==> src/lamp_defines.svh <==
// Timing constants for the drive activity lamp logic.
// Assumes a 100 MHz system clock.
`ifndef LAMP_DEFINES_SVH
`define LAMP_DEFINES_SVH

`define SYS_CLK_HZ         100000000
`define BLINK_HALF_MS      500
`define BLINK_HALF_CYCLES  ((`SYS_CLK_HZ / 1000) * `BLINK_HALF_MS)
`define LAMP_PAGE_CODE     8'h19

`endif

==> src/lamp_pkg.sv <==
// Types shared by the drive activity lamp logic.
// Assumes nothing beyond a SystemVerilog compiler.
`default_nettype none
package lamp_pkg;

	typedef enum logic [1:0] {
		SPIN_DOWN,
		SPIN_UP,
		SPIN_MOVING
	} spindle_e;

	typedef struct packed {
		spindle_e spindle;
		logic     cmdActive;
		logic     formatActive;
		logic     cylinderStep;
	} drive_cond_s;

endpackage : lamp_pkg
`default_nettype wire

==> src/drive_activity_lamp_logic.sv <==
// Drive activity lamp: maps firmware conditions to an open-drain lamp pin.
// Assumes conditions arrive from logic on sys_clk; cylinderStep is a one-cycle pulse.
`include "lamp_defines.svh"
`default_nettype none

module drive_activity_lamp_logic #(
	parameter int unsigned HALF_PERIOD = `BLINK_HALF_CYCLES
) (
	input  wire logic                 sys_clk,
	input  wire logic                 rst,
	input  wire lamp_pkg::drive_cond_s cond,
	input  wire logic                 lamp_polarity_select,
	input  wire logic                 indicator_lamp_drive_in,
	output logic                      indicator_lamp_drive_out,
	output logic                      indicator_lamp_drive_oe_n
);
	import lamp_pkg::*;

	localparam int CW = $clog2(HALF_PERIOD + 1);
	// Last count of a half period; the counter wraps here and the blink phase flips
	localparam logic [CW-1:0] LAST_TICK = CW'(HALF_PERIOD - 1);

	////////////////////////////////////////////////////////////////////////////
	// State
	logic          pinMeta_r, pinMeta_nxt;
	logic          pinSync_r, pinSync_nxt;
	logic [CW-1:0] blinkCnt_r, blinkCnt_nxt;
	logic          blinkLit_r, blinkLit_nxt;
	logic          moving_r, moving_nxt;
	logic          fmtLamp_r, fmtLamp_nxt;
	logic          fmtWas_r, fmtWas_nxt;
	logic          lampOn_r, lampOn_nxt;
	logic          oeN_nxt;
	logic          pinData_nxt;
	logic          mapLamp;
	logic          moving;
	logic          blinkStart;
	logic          fmtStart;
	logic          fmtBase;

	////////////////////////////////////////////////////////////////////////////
	// Pin readback
	// The pin lives outside sys_clk, so it passes two flops before anything reads it
	always_comb begin
		pinMeta_nxt = indicator_lamp_drive_in;
		pinSync_nxt = pinMeta_r;
	end

	// Reset to the released level so no false low is seen after reset
	always_ff @(posedge sys_clk or posedge rst) begin
		if (rst) begin
			pinMeta_r <= 1'b1;
			pinSync_r <= 1'b1;
		end else begin
			pinMeta_r <= pinMeta_nxt;
			pinSync_r <= pinSync_nxt;
		end
	end

	////////////////////////////////////////////////////////////////////////////
	// Condition mapping
	assign moving = (cond.spindle == SPIN_MOVING);

	// Spindle code 3 is unused and shows dark rather than a guessed mapping
	always_comb begin
		unique case (cond.spindle)
			SPIN_DOWN: mapLamp = cond.cmdActive;
			SPIN_UP:   mapLamp = cond.cmdActive ~^ lamp_polarity_select;
			default:   mapLamp = 1'b0;
		endcase
	end

	////////////////////////////////////////////////////////////////////////////
	// Transition blink
	assign blinkStart = moving && !moving_r;

	always_comb begin
		moving_nxt   = moving;
		blinkCnt_nxt = blinkCnt_r;
		blinkLit_nxt = blinkLit_r;
		if (blinkStart) begin
			// Restart so each transition opens with a full lit half-period
			blinkCnt_nxt = '0;
			blinkLit_nxt = 1'b1;
		end else if (moving) begin
			if (blinkCnt_r == LAST_TICK) begin
				blinkCnt_nxt = '0;
				blinkLit_nxt = ~blinkLit_r;
			end else begin
				blinkCnt_nxt = blinkCnt_r + 1'b1;
			end
		end
	end

	always_ff @(posedge sys_clk or posedge rst) begin
		if (rst) begin
			blinkCnt_r <= '0;
			blinkLit_r <= 1'b0;
			moving_r   <= 1'b0;
		end else begin
			blinkCnt_r <= blinkCnt_nxt;
			blinkLit_r <= blinkLit_nxt;
			moving_r   <= moving_nxt;
		end
	end

	////////////////////////////////////////////////////////////////////////////
	// Format toggling
	assign fmtStart = cond.formatActive && !fmtWas_r;
	// Toggling starts from what the lamp shows at entry, so a format start causes no jump
	assign fmtBase = fmtStart ? lampOn_r : fmtLamp_r;

	always_comb begin
		fmtWas_nxt  = cond.formatActive;
		fmtLamp_nxt = fmtLamp_r;
		if (cond.formatActive) begin
			if (cond.cylinderStep)
				fmtLamp_nxt = ~fmtBase;
			else
				fmtLamp_nxt = fmtBase;
		end
	end

	always_ff @(posedge sys_clk or posedge rst) begin
		if (rst) begin
			fmtLamp_r <= 1'b0;
			fmtWas_r  <= 1'b0;
		end else begin
			fmtLamp_r <= fmtLamp_nxt;
			fmtWas_r  <= fmtWas_nxt;
		end
	end

	////////////////////////////////////////////////////////////////////////////
	// Lamp and pin
	always_comb begin
		if (cond.formatActive)
			lampOn_nxt = fmtLamp_nxt;
		else if (moving)
			lampOn_nxt = blinkLit_nxt;
		else
			lampOn_nxt = mapLamp;
		// Data stays low and only the enable moves, so the pin never drives high
		oeN_nxt     = ~lampOn_nxt;
		pinData_nxt = 1'b0;
	end

	always_ff @(posedge sys_clk or posedge rst) begin
		if (rst) begin
			lampOn_r                  <= 1'b0;
			indicator_lamp_drive_oe_n <= 1'b1;
			indicator_lamp_drive_out  <= 1'b0;
		end else begin
			lampOn_r                  <= lampOn_nxt;
			indicator_lamp_drive_oe_n <= oeN_nxt;
			indicator_lamp_drive_out  <= pinData_nxt;
		end
	end
endmodule : drive_activity_lamp_logic
`default_nettype wire

==> config.mk <==
export PLATFORM = sky130hd
export DESIGN_NAME = drive_activity_lamp_logic
export DESIGN_NICKNAME = d
export VERILOG_FILES = /design/src/lamp_pkg.sv /design/src/drive_activity_lamp_logic.sv
export VERILOG_INCLUDE_DIRS = /design/src
export SDC_FILE = /design/constraint.sdc
export NUM_CORES = 1
export LEC_CHECK = 0
export BUFFER_PORTS_ARGS = -buffer_cell sky130_fd_sc_hd__buf_2
export CAP_MARGIN = 20
export CORE_UTILIZATION = 40
export CTS_BUF_LIST = sky130_fd_sc_hd__clkbuf_2
export DETAILED_ROUTE_END_ITERATION = 6
export GPL_TIMING_DRIVEN = 0
export PLACE_DENSITY = 0.54
export SYNTH_ARGS = -nofsm -noshare
export SYNTH_HDL_FRONTEND = slang
export SYNTH_SLANG_ARGS = --single-unit
==> constraint.sdc <==
create_clock -name sys_clk -period 4.6 [get_ports sys_clk]
set_input_delay 0.46 -clock sys_clk [delete_from_list [all_inputs] [get_ports sys_clk]]
set_output_delay 0.46 -clock sys_clk [all_outputs]
set_load 0.02 [all_outputs]
# After elaboration in Yosys (flattened, before gate mapping)
# Index checks and enable logic that the tools add are counted.
[op_classes] addsub=1 n_eq_ne=3 n_mux=12 bitwise=4 n_reduce_logical=6
[ops] cell="2-to-1 mux 26 bit" n=3
[ops] cell="adder 26 x 1 -> 26 bit, second input constant" n=1
[ops] cell="equality test 26 bit, second input constant" n=1
[ops] cell="2-to-1 mux 1 bit" n=8
[ops] cell="NOT 1 bit" n=3
[ops] cell="equality test 2 x 1 -> 1 bit, second input constant" n=1
[ops] cell="equality test 2 bit, second input constant" n=1
[ops] cell="logical AND 1 bit" n=2
[ops] cell="logical NOT 1 bit" n=2
[ops] cell="logical NOT 2 bit" n=1
[ops] cell="one-hot mux 1 bit (2 select lines)" n=1
[ops] cell="nonzero test 2 bit" n=1
[ops] cell="bitwise XNOR 1 bit" n=1
[totals] ff_bits=32 inputBits=9 output_inout_bits=2 wordCells=33

# Logic depth before layout (Yosys ltp)
[depth] word_depth=8 mapped_depth=6 mapped_depth_nobuf=5

# Worst setup path after synthesis
# Ideal clock, no wire load.
[synth_timing] kind="reg-to-reg" start="reg blinkCnt_r[3]" end="reg blinkCnt_r[25]" setup_time_ns=0.082 t_arrival_ns=1.823 required_ns=4.518 path_slack_ns=2.695 stages_incl_launch_ff=6 n_path_buf=1 period_less_slack_ns=1.905 cell_sequence="dfrtp_1 nand3_2 or4_4 buf_6 or4_4 a22oi_2"
[synth_between] elab_chain_len=4 word_cells_on_any_way=5 cone_classes="add/sub (1); eq/ne (1); mux (3)"
[synth_lines] element="start: declaration" line_no="drive_activity_lamp_logic.sv:27" rtl="logic [CW-1:0] blinkCnt_r, blinkCnt_nxt;"
[synth_lines] element="start signal: assignment" line_no="drive_activity_lamp_logic.sv:101" rtl="blinkCnt_r <= blinkCnt_nxt;"
[synth_lines] element="adder 26 x 1 -> 26 bit or equality test 26 bit (tied branches)" line_no="drive_activity_lamp_logic.sv:90, drive_activity_lamp_logic.sv:86"
[synth_lines] element="2-to-1 mux 26 bit *" line_no="drive_activity_lamp_logic.sv:86" rtl="if (blinkCnt_r == LAST_TICK) begin"
[synth_lines] element="2-to-1 mux 26 bit *" line_no="drive_activity_lamp_logic.sv:85" rtl="end else if (moving) begin"
[synth_lines] element="2-to-1 mux 26 bit *" line_no="drive_activity_lamp_logic.sv:81" rtl="if (blinkStart) begin"
# Every way passes the cells marked *; elsewhere a longest branch is shown, timed or not. The select of a mux whose other input is x is not followed.
# A chain may end at the register's enable or synchronous reset.

# Worst setup path after layout
[layout_timing] start="reg blinkCnt_r[0]" end="reg blinkCnt_r[12]"
# The elaborated chain is that of the path after synthesis.

==> impl_results.md <==
* Die X at 70.0 um
* Placer Congestion at 0.807
* Synthesized cell area at 0.00185 mm2
* PwrDens at 247 mW/mm2
* HPWL Detailed at 3120 um
* Final worst path period need at 2400 ps
* Vias in the first global route at 1521
* Deepest clock path buffer count at 2
* Crit start category: register
* CTS clk-pin slew, worst paths at 160 ps
* Max-Cap Viols at 0
* Crit path max-delay family: compound AO/OA/AOI/OAI gates
* Wire per inst at 16.6 um
* Overall global routing resource usage at 19.6%
* FF-to-FF path depth at 6
* Final net count at 215
* Max stage delay cell, worst path: o21ai_1
* Commonest non-fill, non-tap cell in the layout: dfrtp_1
* Die height at 70.0 um
* RSZ-0062 raised after global routing: no
* Final Setup Violations at 0
* Max-slew headroom at 61.8%
* Total congestion overflow at 0
* CP arrival at 2650 ps
* Mapped Avg Cell Area at 9.78 um2
* Post-Syn Nets at 199
* Critical path data required time at 4850 ps
* Yosys reg bits at 32
* Number of inserted diodes at 0
* Setup tns final at 0 ps
* Initial drt markers at 113
* Buf/Inv on CP at 1
* Status: finished, final reports clean
* Post-synthesis cell type count at 48
* DRT antenna net count at 0
* Insertion delay to the later sink of the worst-skew pair at 370 ps
* Slew Limit Fails at 0
* Max FO, Critical Path at 10
* Synth top area cells: dfrtp_1, a22oi_1, o31ai_1, nand4_1, or4_1
* Initial core utilization at 42.2%
* Number of antenna violations at the first check in global routing at 0
* CTS buffer count at 5
* Post-synth top area share at 41.9%
* Drt pass-1 iters at 4
* Cell taking the most area after synthesis: dfrtp_1
* Port Buffer Count at 8
* Start of the worst register-to-register path: blinkCnt_r[0]
* Via/cell ratio at 6.02
* # IOs at 11
* DRC errors left at 0
* Synth async-reset ratio at 100%
* Crit. End Element: register
* Post-CTS Setup Repair Bufs at 0
* Post-CTS Resized at 0
* Crit-path cells: ha_1, nor4bb_1, nand4_1, o21ai_1, clkbuf_1, a21oi_1
* Final worst-path cycle share at 52.2%
* Core Area at 0.00438 mm2
* Crit Path Class: reg2reg
* Die Area at 0.00490 mm2
* Reg2reg setup slack at 2200 ps
* Layout cells sized above 1 at 15.5%
* Skew final at 7.70 ps
* Worst min-delay path category: in2async
* DRT Wirelength at 4280 um
* Power, Total at 0.500 mW
* Layout area overhead at 9.34%
* Largest net degree at the start of global routing at 24
* Row count at 24
* Fmax at 417 MHz
* First-pass GRT wire length at 7560 um
* DR vias at 1552
* Sinks on Clock Net at 32
* Mapped Cells at 189
* Dominant synthesized flop cell: dfrtp_1
* Root buf cell: clkbuf_2
* R2R Path End: blinkCnt_r[12]
* CTS tree: built
* Final hold slack at 70.9 ps
* Slowest stage delay, CP at 530 ps
* Endpoints failing hold at 0
* Worst Tran Pin Value at 569 ps
* Post-Route Utilization at 46.1%
* Max IR drop VDD at 0.127 mV
* Number of synthesized flops with an enable pin at 0
* Seq/Total Area, Yosys at 43.4%
* H-tree depth at 2
* CTS Hold Bufs at 0
* Synth Warn # at 0
* Commonest non-fill, non-tap cells in the layout: dfrtp_1, nand2_1, a22oi_1, nand4_1, nand3_1
* LEAKAGE at 0.819 nW
area by class of cell:
class,count,area (um2)
multi-input combinational,140,937
buffer,11,87.6
inverter,6,22.5
clock inverter,1,5.00
tap,52,65.1
clock buffer,7,35.0
sequential,32,802
timing repair buffer,9,67.6
fill,423,2360
Yosys cell counts (2+ instances only):
cell,count
or4_4,2
and4_2,2
nand4_1,10
nor2b_1,2
or3_1,4
buf_6,2
a22oi_1,12
nand2_1,12
nand2b_1,3
a211oi_1,2
nor3_1,4
o211ai_1,3
nor4_1,2
nor4b_1,2
and4_1,2
xnor2_1,6
inv_1,6
clkbuf_8,2
xor2_1,4
a2bb2oi_1,3
or4_1,8
clkbuf_1,4
a21oi_1,9
a31oi_1,2
nand4b_1,2
nand3_1,10
dfrtp_1,31
o21ai_0,7
nor2_1,4
o31ai_1,9
metrics by stage:
stage / setup WS [ps] / instances / area (um2)
2_1_floorplan: 2690 / 189 / 1850
3_3_place_gp: 2290 / 249 / 1950
3_5_place_dp: 2240 / 250 / 1980
4_1_cts: 2210 / 258 / 2020
5_1_grt: 1930 / 258 / 2020
6_report: 2200 / 258 / 2020
kinds of logic (layout without fill, tap and decap cells):
| kind of cell | after synthesis | count (layout) | share of synthesized area, % |
|---|---|---|---|
| AOI/OAI and AO/OA | 51 | 51 | 18.9 |
| buffers and inverters | 17 | 34 | 5.95 |
| muxes | 1 | 1 | 0.541 |
| DFF | 32 | 32 | 43.4 |
| other | 1 | 1 | 0.203 |
| xor gates and xnor gates | 10 | 10 | 4.74 |
| adders and majority gates | 1 | 1 | 0.676 |
| and+or+nand+nor | 76 | 76 | 25.6 |
report_power, final:
group	switching, mW	internal [mW]	total (mW)
Sequential	0.0124	0.294	0.306
Combinational	0.0325	0.0244	0.0569
Clock	0.0952	0.0415	0.137
worst max path at each step:
stage                          end  cells past startpoint  slack [ps]      startpoint
floorplan           blinkCnt_r[25]                      5        2690   blinkCnt_r[3]
global placement     blinkCnt_r[3]                      6        2290  blinkCnt_r[11]
detailed placement  blinkCnt_r[11]                      6        2240   blinkCnt_r[0]
CTS                 blinkCnt_r[12]                      6        2210   blinkCnt_r[0]
global route         blinkCnt_r[7]                      6        1930   blinkCnt_r[0]
finish              blinkCnt_r[12]                      6        2200   blinkCnt_r[0]
per-layer routing:
| layer | vias up | routed length, um | GRT usage (%) |
|---|---|---|---|
| li1 | 768 | - | - |
| met3 | 8 | 121 | 4.47 |
| met5 | - | 0 | 0 |
| met1 | 754 | 2090 | 26.2 |
| met2 | 22 | 1980 | 31.2 |
| met4 | 0 | 87 | 6.89 |
sequential cells by signal, summed over array words and instances, names as in the netlist:
signal                     flops
blinkCnt_r                    26
fmtWas_r                       1
lampOn_r                       1
moving_r                       1
fmtLamp_r                      1
indicator_lamp_drive_oe_n      1
blinkLit_r                     1
worst register-to-register path: stages, from the launching register on:
cell and delay [ps]:
dfrtp_1 450, ha_1 250, nor4bb_1 230, nand4_1 230
o21ai_1 530, clkbuf_1 450, a21oi_1 130
Power figures use the tool's default switching activity.
